File: config.mk
export PLATFORM = sky130hd
export DESIGN_NAME = fpmc_top
export DESIGN_NICKNAME = d
export VERILOG_FILES = /design/src/hw/fpmc_pkg.sv /design/src/hw/fpmc_top.sv
export SDC_FILE = /design/constraint.sdc
export NUM_CORES = 1
export LEC_CHECK = 0
export BUFFER_PORTS_ARGS = -buffer_cell sky130_fd_sc_hd__buf_2
export CAP_MARGIN = 25
export CORE_UTILIZATION = 52
export DETAILED_ROUTE_END_ITERATION = 10
export PLACE_DENSITY = 0.82
export SLEW_MARGIN = 20
export SYNTH_ARGS = -nofsm -noshare
export SYNTH_HDL_FRONTEND = slang
export SYNTH_SLANG_ARGS = --single-unit
export TNS_END_PERCENT = 10
File: constraint.sdc
create_clock -name CLK -period 3.8 [get_ports CLK]
set_input_delay 0.38 -clock CLK [delete_from_list [all_inputs] [get_ports CLK]]
set_output_delay 0.38 -clock CLK [all_outputs]
set_load 0.005 [all_outputs]
File: src/hw/fpmc_pkg.sv
// Package for the front panel mode control block
package fpmc_pkg;
    typedef enum logic [0:0] {FPMC_MODE_GAIN = 1'b0, FPMC_MODE_VOL = 1'b1} fpmc_mode_t;
    // Output selection in cycle order; one bit flips per step except speaker back to first
    typedef enum logic [1:0] {FPMC_OUT_PHONES_FIRST = 2'h0, FPMC_OUT_PHONES_SECOND = 2'h1, FPMC_OUT_SPK = 2'h3} fpmc_out_t;
    typedef enum logic [1:0] {FPMC_LAMP_OFF = 2'h0, FPMC_LAMP_DIM = 2'h1, FPMC_LAMP_BRIGHT = 2'h2} fpmc_lamp_t;
    localparam int NUM_CH = 4;
    localparam int NUM_OPT = 6;
    localparam int GAIN_W = 8;
    localparam int VOL_W = 8;
    // Option button positions
    localparam int OPT_SRC = 0;
    localparam int OPT_PAIR = 5;
    localparam int OPT_MUTE = 5;
    localparam logic [1:0] RST_CH = 2'h0;
    localparam logic [GAIN_W-1:0] RST_GAIN = 8'h00;
    localparam logic [VOL_W-1:0] RST_VOL = 8'h00;
    localparam logic [NUM_OPT-1:0] RST_OPTS = 6'h00;
    localparam logic [NUM_OPT-1:0] RST_OUT_OPTS = 6'h00;
endpackage

File: src/hw/fpmc_top.sv
// Front panel mode, channel, output and lamp control
`timescale 1ns/1ns
`default_nettype none
module fpmc_top
(
    input wire logic CLK,
    input wire logic SYS_RST,
    input wire logic GAIN_MODE_BTN,
    input wire logic VOL_MODE_BTN,
    input wire logic [5:0] OPTION_BTN,
    input wire logic KNOB_UP,
    input wire logic KNOB_DOWN,
    input wire logic [1:0] INSTRUMENT_PLUG,
    output logic MODE_IS_VOL,
    output logic [3:0] CHANNEL_LAMP,
    output logic [1:0] SELECTED_CHANNEL,
    output logic [2:0] SOURCE_SEL_IN0,
    output logic [2:0] SOURCE_SEL_IN1,
    output logic [2:0] SOURCE_SEL_IN2,
    output logic [2:0] SOURCE_SEL_IN3,
    output logic [2:0] SOURCE_LAMP,
    output logic [31:0] GAIN_ALL,
    output logic [7:0] VOL_PHONES_FIRST,
    output logic [7:0] VOL_PHONES_SECOND,
    output logic [7:0] VOL_SPK,
    output logic [2:0] OUTPUT_LAMP,
    output logic SPK_LAMP_RED,
    output logic SPK_MUTED,
    output logic RING_RED,
    output logic [7:0] RING_LEVEL,
    output logic [11:0] UPPER_LAMP,
    output logic [11:0] LOWER_LAMP
);
    // ************************************************************
    // Input synchronisers and press edges
    // ************************************************************
    // Bit order: gain, vol, opt[5:0], up, down, plug[1:0]
    localparam int NIN = 12;
    logic [NIN-1:0] raw_in;
    logic [NIN-1:0] sync1_reg;
    logic [NIN-1:0] sync2_reg;
    logic [NIN-1:0] last_reg;
    logic [NIN-1:0] rise;
    assign raw_in = {GAIN_MODE_BTN, VOL_MODE_BTN, OPTION_BTN, KNOB_UP, KNOB_DOWN, INSTRUMENT_PLUG};
    always_ff @(posedge CLK)
    begin
        if (SYS_RST)
        begin
            sync1_reg <= '0;
            sync2_reg <= '0;
            last_reg <= '0;
        end
        else
        begin
            sync1_reg <= raw_in;
            sync2_reg <= sync1_reg;
            last_reg <= sync2_reg;
        end
    end
    // Press events, debounce assumed outside the block
    assign rise = sync2_reg & ~last_reg;
    logic p_gain;
    logic p_vol;
    logic [5:0] p_opt;
    logic p_up;
    logic p_dn;
    logic [1:0] plug;
    assign p_gain = rise[11];
    assign p_vol = rise[10];
    assign p_opt = rise[9:4];
    // Simultaneous up and down cancel
    assign p_up = rise[3] & ~rise[2];
    assign p_dn = rise[2] & ~rise[3];
    assign plug = sync2_reg[1:0];

    // ************************************************************
    // Mode, channel and output selection
    // ************************************************************
    fpmc_pkg::fpmc_mode_t mode_reg;
    logic [1:0] ch_reg;
    fpmc_pkg::fpmc_out_t out_reg;
    logic gain_mode;
    assign gain_mode = (mode_reg == fpmc_pkg::FPMC_MODE_GAIN);

    function automatic fpmc_pkg::fpmc_out_t next_out(input fpmc_pkg::fpmc_out_t o);
        unique case (o)
            fpmc_pkg::FPMC_OUT_PHONES_FIRST: next_out = fpmc_pkg::FPMC_OUT_PHONES_SECOND;
            fpmc_pkg::FPMC_OUT_PHONES_SECOND: next_out = fpmc_pkg::FPMC_OUT_SPK;
            fpmc_pkg::FPMC_OUT_SPK: next_out = fpmc_pkg::FPMC_OUT_PHONES_FIRST;
            default: next_out = fpmc_pkg::FPMC_OUT_SPK;
        endcase
    endfunction

    always_ff @(posedge CLK)
    begin
        if (SYS_RST)
        begin
            mode_reg <= fpmc_pkg::FPMC_MODE_GAIN;
            ch_reg <= fpmc_pkg::RST_CH;
            out_reg <= fpmc_pkg::FPMC_OUT_SPK;
        end
        else if (p_gain)
        begin
            // Gain button wins if both pressed together
            mode_reg <= fpmc_pkg::FPMC_MODE_GAIN;
            if (gain_mode)
                ch_reg <= ch_reg + 2'h1;
        end
        else if (p_vol)
        begin
            mode_reg <= fpmc_pkg::FPMC_MODE_VOL;
            if (!gain_mode)
                out_reg <= next_out(out_reg);
        end
    end

    // ************************************************************
    // Per channel options, source and gain
    // ************************************************************
    logic [5:0] opts_reg [fpmc_pkg::NUM_CH];
    logic [7:0] gain_reg [fpmc_pkg::NUM_CH];
    logic [3:0] touched;
    logic [1:0] partner;
    logic sel_paired;
    assign partner = ch_reg ^ 2'h1;
    assign sel_paired = opts_reg[ch_reg][fpmc_pkg::OPT_PAIR];
    // Pair press flips the partner too, so both sides of a join agree
    logic pair_reach;
    assign pair_reach = sel_paired || p_opt[fpmc_pkg::OPT_PAIR];

    genvar g;
    generate
        for (g = 0; g < fpmc_pkg::NUM_CH; g++)
        begin : g_ch
            // Channel follows the selection, and its pair partner when joined
            assign touched[g] = (ch_reg == 2'(g)) || (pair_reach && partner == 2'(g));
            always_ff @(posedge CLK)
            begin
                if (SYS_RST)
                begin
                    opts_reg[g] <= fpmc_pkg::RST_OPTS;
                    gain_reg[g] <= fpmc_pkg::RST_GAIN;
                end
                else if (gain_mode && touched[g])
                begin
                    opts_reg[g] <= opts_reg[g] ^ p_opt;
                    if (p_up && gain_reg[g] != 8'hFF)
                        gain_reg[g] <= gain_reg[g] + 8'h01;
                    else if (p_dn && gain_reg[g] != 8'h00)
                        gain_reg[g] <= gain_reg[g] - 8'h01;
                end
            end
        end
    endgenerate

    // One-hot source: {instrument, line, mic}
    function automatic logic [2:0] src_of(input logic [1:0] c, input logic line_sel, input logic [1:0] pl);
        logic inst;
        inst = (c < 2'h2) ? pl[c[0]] : 1'b0;
        if (inst)
            src_of = 3'h4;
        else if (line_sel)
            src_of = 3'h2;
        else
            src_of = 3'h1;
    endfunction

    // Instrument jack beats the stored mic or line choice
    logic [2:0] src_all [fpmc_pkg::NUM_CH];
    always_comb
    begin
        for (int i = 0; i < fpmc_pkg::NUM_CH; i++)
            src_all[i] = src_of(2'(i), opts_reg[i][fpmc_pkg::OPT_SRC], plug);
    end

    // ************************************************************
    // Output volumes and mute
    // ************************************************************
    logic [7:0] vol_reg [3];
    logic [5:0] out_opts_reg;
    logic [1:0] out_idx;
    assign out_idx = (out_reg == fpmc_pkg::FPMC_OUT_PHONES_FIRST) ? 2'h0 :
                     (out_reg == fpmc_pkg::FPMC_OUT_PHONES_SECOND) ? 2'h1 : 2'h2;
    always_ff @(posedge CLK)
    begin
        if (SYS_RST)
        begin
            for (int i = 0; i < 3; i++)
                vol_reg[i] <= fpmc_pkg::RST_VOL;
        end
        else if (!gain_mode)
        begin
            if (p_up && vol_reg[out_idx] != 8'hFF)
                vol_reg[out_idx] <= vol_reg[out_idx] + 8'h01;
            else if (p_dn && vol_reg[out_idx] != 8'h00)
                vol_reg[out_idx] <= vol_reg[out_idx] - 8'h01;
        end
    end
    // Only mute is modelled among output options; others toggle freely
    always_ff @(posedge CLK)
    begin
        if (SYS_RST)
            out_opts_reg <= fpmc_pkg::RST_OUT_OPTS;
        else if (!gain_mode)
        begin
            out_opts_reg[4:0] <= out_opts_reg[4:0] ^ p_opt[4:0];
            if (p_opt[fpmc_pkg::OPT_MUTE] && out_reg == fpmc_pkg::FPMC_OUT_SPK)
                out_opts_reg[fpmc_pkg::OPT_MUTE] <= ~out_opts_reg[fpmc_pkg::OPT_MUTE];
        end
    end

    // ************************************************************
    // Lamps and registered outputs
    // ************************************************************
    logic mute;
    assign mute = out_opts_reg[fpmc_pkg::OPT_MUTE];

    function automatic logic [11:0] lamp_row(input logic [5:0] o, input logic [5:0] avail);
        for (int i = 0; i < fpmc_pkg::NUM_OPT; i++)
            lamp_row[2*i +: 2] = !avail[i] ? fpmc_pkg::FPMC_LAMP_OFF :
                                 o[i] ? fpmc_pkg::FPMC_LAMP_BRIGHT : fpmc_pkg::FPMC_LAMP_DIM;
    endfunction

    // Mute only available with speaker selected
    logic [5:0] out_avail;
    assign out_avail = {out_reg == fpmc_pkg::FPMC_OUT_SPK, 5'h1F};

    always_ff @(posedge CLK)
    begin
        if (SYS_RST)
        begin
            MODE_IS_VOL <= 1'b0;
            CHANNEL_LAMP <= 4'h1;
            SELECTED_CHANNEL <= 2'h0;
            SOURCE_LAMP <= 3'h1;
            OUTPUT_LAMP <= 3'h4;
            SPK_LAMP_RED <= 1'b0;
            SPK_MUTED <= 1'b0;
            RING_RED <= 1'b0;
            RING_LEVEL <= 8'h00;
            UPPER_LAMP <= 12'h555;
            LOWER_LAMP <= 12'h000;
        end
        else
        begin
            MODE_IS_VOL <= !gain_mode;
            CHANNEL_LAMP <= 4'h1 << ch_reg;
            SELECTED_CHANNEL <= ch_reg;
            SOURCE_LAMP <= src_all[ch_reg];
            OUTPUT_LAMP <= {out_reg == fpmc_pkg::FPMC_OUT_SPK, out_reg == fpmc_pkg::FPMC_OUT_PHONES_SECOND,
                            out_reg == fpmc_pkg::FPMC_OUT_PHONES_FIRST};
            SPK_LAMP_RED <= mute;
            SPK_MUTED <= mute;
            RING_RED <= mute && !gain_mode;
            RING_LEVEL <= gain_mode ? gain_reg[ch_reg] : vol_reg[out_idx];
            UPPER_LAMP <= gain_mode ? lamp_row(opts_reg[ch_reg], 6'h3F) : 12'h000;
            LOWER_LAMP <= gain_mode ? 12'h000 : lamp_row(out_opts_reg, out_avail);
        end
    end

    always_ff @(posedge CLK)
    begin
        if (SYS_RST)
        begin
            SOURCE_SEL_IN0 <= 3'h1;
            SOURCE_SEL_IN1 <= 3'h1;
            SOURCE_SEL_IN2 <= 3'h1;
            SOURCE_SEL_IN3 <= 3'h1;
            GAIN_ALL <= 32'h0;
            VOL_PHONES_FIRST <= 8'h00;
            VOL_PHONES_SECOND <= 8'h00;
            VOL_SPK <= 8'h00;
        end
        else
        begin
            SOURCE_SEL_IN0 <= src_all[0];
            SOURCE_SEL_IN1 <= src_all[1];
            SOURCE_SEL_IN2 <= src_all[2];
            SOURCE_SEL_IN3 <= src_all[3];
            GAIN_ALL <= {gain_reg[3], gain_reg[2], gain_reg[1], gain_reg[0]};
            VOL_PHONES_FIRST <= vol_reg[0];
            VOL_PHONES_SECOND <= vol_reg[1];
            VOL_SPK <= vol_reg[2];
        end
    end
endmodule
`default_nettype wire

==> metrics, run 1 <==
status=finished clean; Die X=between 100 and 150 um; Final GP Congestion=between 0.9 and 1; vias in the first global route=around 7400; PostCTS Resize Cnt=0; post-route ant nets=0; worst endpoint required time=~4.2 ns; # DRC=0; max frequency=between 200 and 300 MHz; post-synthesis xor/xnor area fraction=0.03588; Least-Margin Pin Slew=1.013 ns; Starting Density=0.5341; post-synth cell types=62; sequential area share after synthesis=0.5569; Max-cap violations=0; largest net degree at the start of global routing=76; Layout Cells excl Fill=1365; Leak=5.038 nW; Worst setup SP type=flip-flop; final total power=roughly 5.8 mW; Final Max Tran Viols=0; crit path max-delay cell type=mux4_2; Die ar.=approximately 21000 um^2; number of synthesized register bits=about 250; core area=19650 um^2; hold_ws=0.06367 ns; Post-DP Area=11380 um^2; H-Tree Depth=1; DP HPWL=roughly 17000 um; Final Cell Area=12190 um^2; share of cells above drive strength 1=0.2064; drt pass-1 iters=5; Area Overhead vs Synth=16.11%; CP Capture Type=flip-flop; peak supply drop=between 0.3 and 0.4 mV; grt ovf=0; clock sinks=248; global-route wire length before repair=roughly 40000 um; main combinational cell family by area after synthesis=simple AND/OR/NAND/NOR gates; post-route setup slack=between 0.15 and 0.2 ns; Worst slew margin=0.3175; Max FO, Critical Path=6; post-synthesis mux area share=0.05816; CP arrival=between 4 and 5 ns; CP peak stage delay=0.57 ns; cell breakdown of the critical path=inv_1 > ha_1 > nor2_2 > mux4_2 > a41oi_4 > ha_1 > nand2_1 > or3_4 > a21o_4 > a211oi_4 > mux2i_1 > and2_1; # setup viols final=0; mapped cell area=~10000 um^2; cts hold-fix bufs=0; unrepaired setup endpoints after global routing=false; Clock Skews=~0.013 ns; Reg clk slew, reported paths=around 0.060 ns; DP Worst Slack=around 0.13 ns; Final Util=0.6202; # IOs=130; Global Route Usage Sum=0.2435; CTS tree=done; Synthesis Warnings=0; Longest Clk Path Bufs=3; pwr dens=approximately 480 nW/um^2; post-DR vias/cell=between 5 and 6; routed wire length=between 20000 and 25000 um; async set-reset flop share out of synthesis=0; time the worst path needs with I/O delays and setup=3.621 ns; Post-Synth Simple-Gate Area=0.1809; Die H=about 140 um; vias=approximately 7700; Port Buffers=127; ANT cells=0; initial antenna violation count=0; CTS root buffer=clkbuf_16; top_reg_cell synth=dfxtp_1; DR iter-0 viols=701; routed length per instance=18.04 um; Setup Total Neg Slack=0 ns; worst skew pair latency=about 0.52 ns; Syn Inst Count=960; post-synthesis compound-gate area fraction=0.09404; mean area per synthesized cell=10.93 um^2; Crit Path Class=flip-flop to flip-flop; Tightest Hold Check Type=primary input to flip-flop; Final Hold Vio Count=0; Placed Cells incl. Taps=1320; total CTS buffers=25; EDFF count, synth=slightly below 90; Post-Synth Adder-Cell Area=0.03647; nets@finish=1127; cell row count=51; Tcrit/Tclk final=0.9528; most frequent cell on the critical path=ha_1; postcts setup bufs=0
[cell families (layout without fill, tap and decap cells)]
logic type | count (synthesis) | count (layout)
buffers and inverters | 94 | 233
flip-flops | 248 | 248
adder cells (fa/ha/maj) | 30 | 30
other | 1 | 2
AO/OA/AOI/OAI | 137 | 137
XOR/XNOR | 43 | 43
AND/OR/NAND/NOR | 375 | 375
multiplexers | 32 | 32
[worst paths after layout]
path | start | end | slack (ns) | cells past startpoint
worst max register to register | out_reg[0] | vol_reg[0][6] | 0.18 | 12
worst max-delay path | out_reg[0] | vol_reg[0][6] | 0.18 | 12
worst min register to register | sync1_reg[1] | sync2_reg[1] | 0.44 | 1
worst min-delay path | INSTRUMENT_PLUG[0] | sync1_reg[0] | 0.06 | 2
[metal layers]
layer	GRT usage	part of all wire	vias up
met5	0	0	-
met4	0.08735	0.031	0
met3	0.04371	0.096	63
met2	0.3982	0.46	426
met1	0.3235	0.41	3625
li1	-	-	3574
[cell usage after synthesis, types with 9 or more instances]
master,number,share of area
dfxtp_1,160,0.31
nor2_1,120,0.043
nor2b_1,100,0.060
edfxtp_1,88,0.25
nand2_1,48,0.017
inv_1,40,0.014
clkbuf_1,38,0.014
xnor2_1,33,0.028
a21oi_1,31,0.015
ha_1,29,0.035
o21ai_0,26,0.012
mux4_2,23,0.049
and2_1,19,0.011
nor3_1,19,0.0091
a221oi_1,16,0.013
and3_1,14,0.0083
nand2b_1,14,0.0083
a31oi_1,11,0.0066
a211oi_1,10,0.0072
xor2_1,10,0.0083
buf_4,9,0.0064
nor4_1,9,0.0054
[where the power goes]
group	switching [mW]	total (mW)	internal, mW
clock network	0.986	2.32	1.33
registers	0.122	3.03	2.90
logic	0.275	0.496	0.221
[layout make-up]
cell class,instances,area [um^2]
timing repair buffer,148,797.0
inverter,41,153.9
fill,1567,7465
clock inverter,7,45.04
tap,265,331.6
clock buffer,37,732.0
multi-input combinational,619,4284
sequential,248,5846
[critical path, delay by kind of cell, from the launching register on]
| kind | cells | cell delay, ns |
|---|---|---|
| AOI/OAI and AO/OA | 3 | 0.84 |
| DFF | 1 | 0.45 |
| adders and majority gates | 2 | 0.46 |
| muxes | 2 | 0.86 |
| buffers and inverters | 1 | 0.10 |
| and+or+nand+nor | 4 | 0.79 |
[cell usage in the layout, fill, tap and decap left out, drive strengths merged, types with 2 or more instances in the layout]
cell | Yosys | final
mux2 | 2 | 2
or2 | 6 | 6
nor2 | 121 | 121
o31ai | 2 | 2
clkinv | 0 | 5
mux4 | 23 | 23
o31a | 3 | 3
o22a | 4 | 4
and3 | 14 | 14
a41oi | 3 | 3
buf | 15 | 148
nand2b | 14 | 14
edfxtp | 88 | 88
o21a | 4 | 4
xor2 | 10 | 10
xnor2 | 33 | 33
nand3 | 8 | 8
a22o | 3 | 3
nor2b | 100 | 100
and2 | 19 | 19
ha | 29 | 29
a2bb2oi | 3 | 3
a31oi | 11 | 11
nand4 | 6 | 6
o311ai | 2 | 2
clkbuf | 38 | 37
a211oi | 11 | 11
nand2 | 48 | 48
dfxtp | 160 | 160
a21o | 5 | 5
or3 | 9 | 9
a221oi | 16 | 16
inv | 41 | 43
a21boi | 2 | 2
conb | 1 | 2
mux2i | 7 | 7
nor4 | 9 | 9
a21oi | 31 | 31
o21ai | 28 | 28
nor3 | 19 | 19
Note: power is estimated with default switching activity, not from simulation.
==> inputs of run 2 (changes only) <==
--- a/config.mk
+++ b/config.mk
@@ -5,11 +5,13 @@
 export SDC_FILE = /design/constraint.sdc
 export NUM_CORES = 1
 export LEC_CHECK = 0
+export ABC_CLOCK_PERIOD_IN_PS = 3800
 export BUFFER_PORTS_ARGS = -buffer_cell sky130_fd_sc_hd__buf_2
 export CAP_MARGIN = 25
-export CORE_UTILIZATION = 52
+export CORE_UTILIZATION = 35
 export DETAILED_ROUTE_END_ITERATION = 10
-export PLACE_DENSITY = 0.82
+export PLACE_DENSITY = 0.61
+export SETUP_SLACK_MARGIN = 0.2
 export SLEW_MARGIN = 20
 export SYNTH_ARGS = -nofsm -noshare
 export SYNTH_HDL_FRONTEND = slang
==> run 2 against run 1 <==
Net effect:
- register-to-register slack improved by 0.13 ns
- count of clock-buffer cells in the layout fell by 1
- maximum frequency rose by 3.6%
- global-route usage fell by 7.6 points
- non-clock buffer count rose by 6
- largest cell class unchanged
- flip-flop and latch count did not move
==> metrics, run 2 (synthesis results as in run 1) <==
Clock Skews=~0.021 ns; cell row count=between 60 and 70; Tcrit/Tclk final=0.9193; Placed Cells incl. Taps=between 1000 and 1500; DR iter-0 viols=656; hold_ws=0.05127 ns; vias in the first global route=between 7000 and 8000; clock sinks=248; routed wire length=between 20000 and 30000 um; largest net degree at the start of global routing=53; routed length per instance=17.35 um; ANT cells=0; Die X=roughly 180 um; r2r worst-path depth=13; CP arrival=around 3.8 ns; Starting Density=0.3551; Port Buffers=127; core area=a little under 30000 um^2; Hold Path Depth=2; post-route ant nets=0; Worst slew margin=0.3945; Sw Ratio=0.2403; total CTS buffers=27; vias=between 7000 and 8000; initial antenna violation count=0; Die H=between 150 and 200 um; DP HPWL=18670 um; # setup viols final=0; pwr dens=492.4 nW/um^2; # IOs=between 100 and 150; H-Tree Depth=1; status=finished clean; Sequential Power Share=0.488; share of cells above drive strength 1=0.2248; CTS tree=done; Filler cells=around 2900; Max-cap violations=0; Area Overhead vs Synth=19.95%; Int Power=around 4.7 mW; post-route setup slack=just over 0.3 ns; Worst setup SP type=flip-flop; Longest Clk Path Bufs=3; Sw Pwr=~1.5 mW; peak supply drop=between 0.3 and 0.4 mV; Post-DP Area=roughly 12000 um^2; Crit Path Class=flip-flop to flip-flop; Max FO, Critical Path=9; Final Cell Area=around 13000 um^2; max frequency=286.3 MHz; commonest cells after routing, fill and taps aside=159 x dfxtp_1, 126 x buf_2, 120 x nor2_1; grt ovf=0; worst endpoint required time=4.09 ns; global-route wire length before repair=a little over 40000 um; most common cell after layout, fill and taps aside=dfxtp_1; unrepaired setup endpoints after global routing=true; worst skew pair latency=0.54 ns; final total power=between 6 and 7 mW; nets@finish=1135; Leak=roughly 5.2 nW; Reg clk slew, reported paths=0.06 ns; CTS root buffer=clkbuf_16; Logic pwr share=0.081; Final Hold Vio Count=0; # DRC=0; time the worst path needs with I/O delays and setup=~3.5 ns; Die ar.=between 30000 and 40000 um^2; CP Capture Type=flip-flop; Tightest Hold Check Type=primary input to flip-flop; Final Max Tran Viols=0; Layout Cells excl Fill=about 1500; Clock Power Share=0.431; drt pass-1 iters=8; DP Worst Slack=around 0.11 ns; Least-Margin Pin Slew=between 0.8 and 0.9 ns; Global Route Usage Sum=0.1679; post-DR vias/cell=approximately 5; Final GP Congestion=0.8893; Setup Total Neg Slack=0 ns; Final Util=0.4260
## run 2: cell count changes in the layout (fill, tap and decap cells not counted), moves of 4 or more
cell / delta
clkbuf_1: -5
inv_4: +5
clkbuf_16: +4
buf_4: +8
## run 2: final cells by class
class	count	area (um^2)	share of cell area
Inverter	41	153.9	0.01222
Tap cell	390	488.0	0.03875
Clock buffer	36	813.3	0.06459
Timing Repair Buffer	154	840.8	0.06677
Clock inverter	14	111.4	0.008843
Sequential cell	248	5847	0.4643
Multi-Input combinational cell	619	4338	0.3445
## run 2: critical path, stage by stage (launching register included)
cell and delay [ns]:
dfxtp_1 0.38, inv_1 0.12, ha_2 0.22, nor2_4 0.15, buf_4 0.19, mux4_2 0.37, a41oi_4 0.34, ha_4 0.19
nand2_1 0.05, or3_4 0.41, a21o_4 0.26, a211oi_4 0.26, mux2i_1 0.14, and2_1 0.18
## run 2: timing repair
| action | CTS | global route |
|---|---|---|
| pin swaps | 1 | 3 |
| setup buffers | 1 | 0 |
| endpoints found under the setup margin | 7 | 12 |
| gates resized for setup | 3 | 10 |
| hold endpoints to repair | 0 | 0 |
| hold buffers | 0 | 0 |
## run 2: worst paths after layout
check	from	endpoint	slack (ns)
setup / recovery	out_reg[1]	vol_reg[0][6]	0.31
hold / removal	OPTION_BTN[4]	sync1_reg[8]	0.05
hold reg to reg	sync1_reg[0]	sync2_reg[0]	0.44
setup reg to reg	out_reg[1]	vol_reg[0][6]	0.31
## run 2: layer usage
metal  global-route usage  routed length (um)
met1               0.2336               11820
met2               0.2657               11810
met3              0.02807                1852
met4              0.05217                 575
met5                    0                   0
## run 2: power groups by stage
stage          clock, mW  sequential, mW  combinational, mW
2_1_floorplan          0            3.03              0.336
3_3_place_gp           0            3.08              0.493
3_5_place_dp           0            3.08              0.500
4_1_cts             2.73            3.03              0.504
5_1_grt             2.84            3.04              0.555
6_report            2.67            3.03              0.503
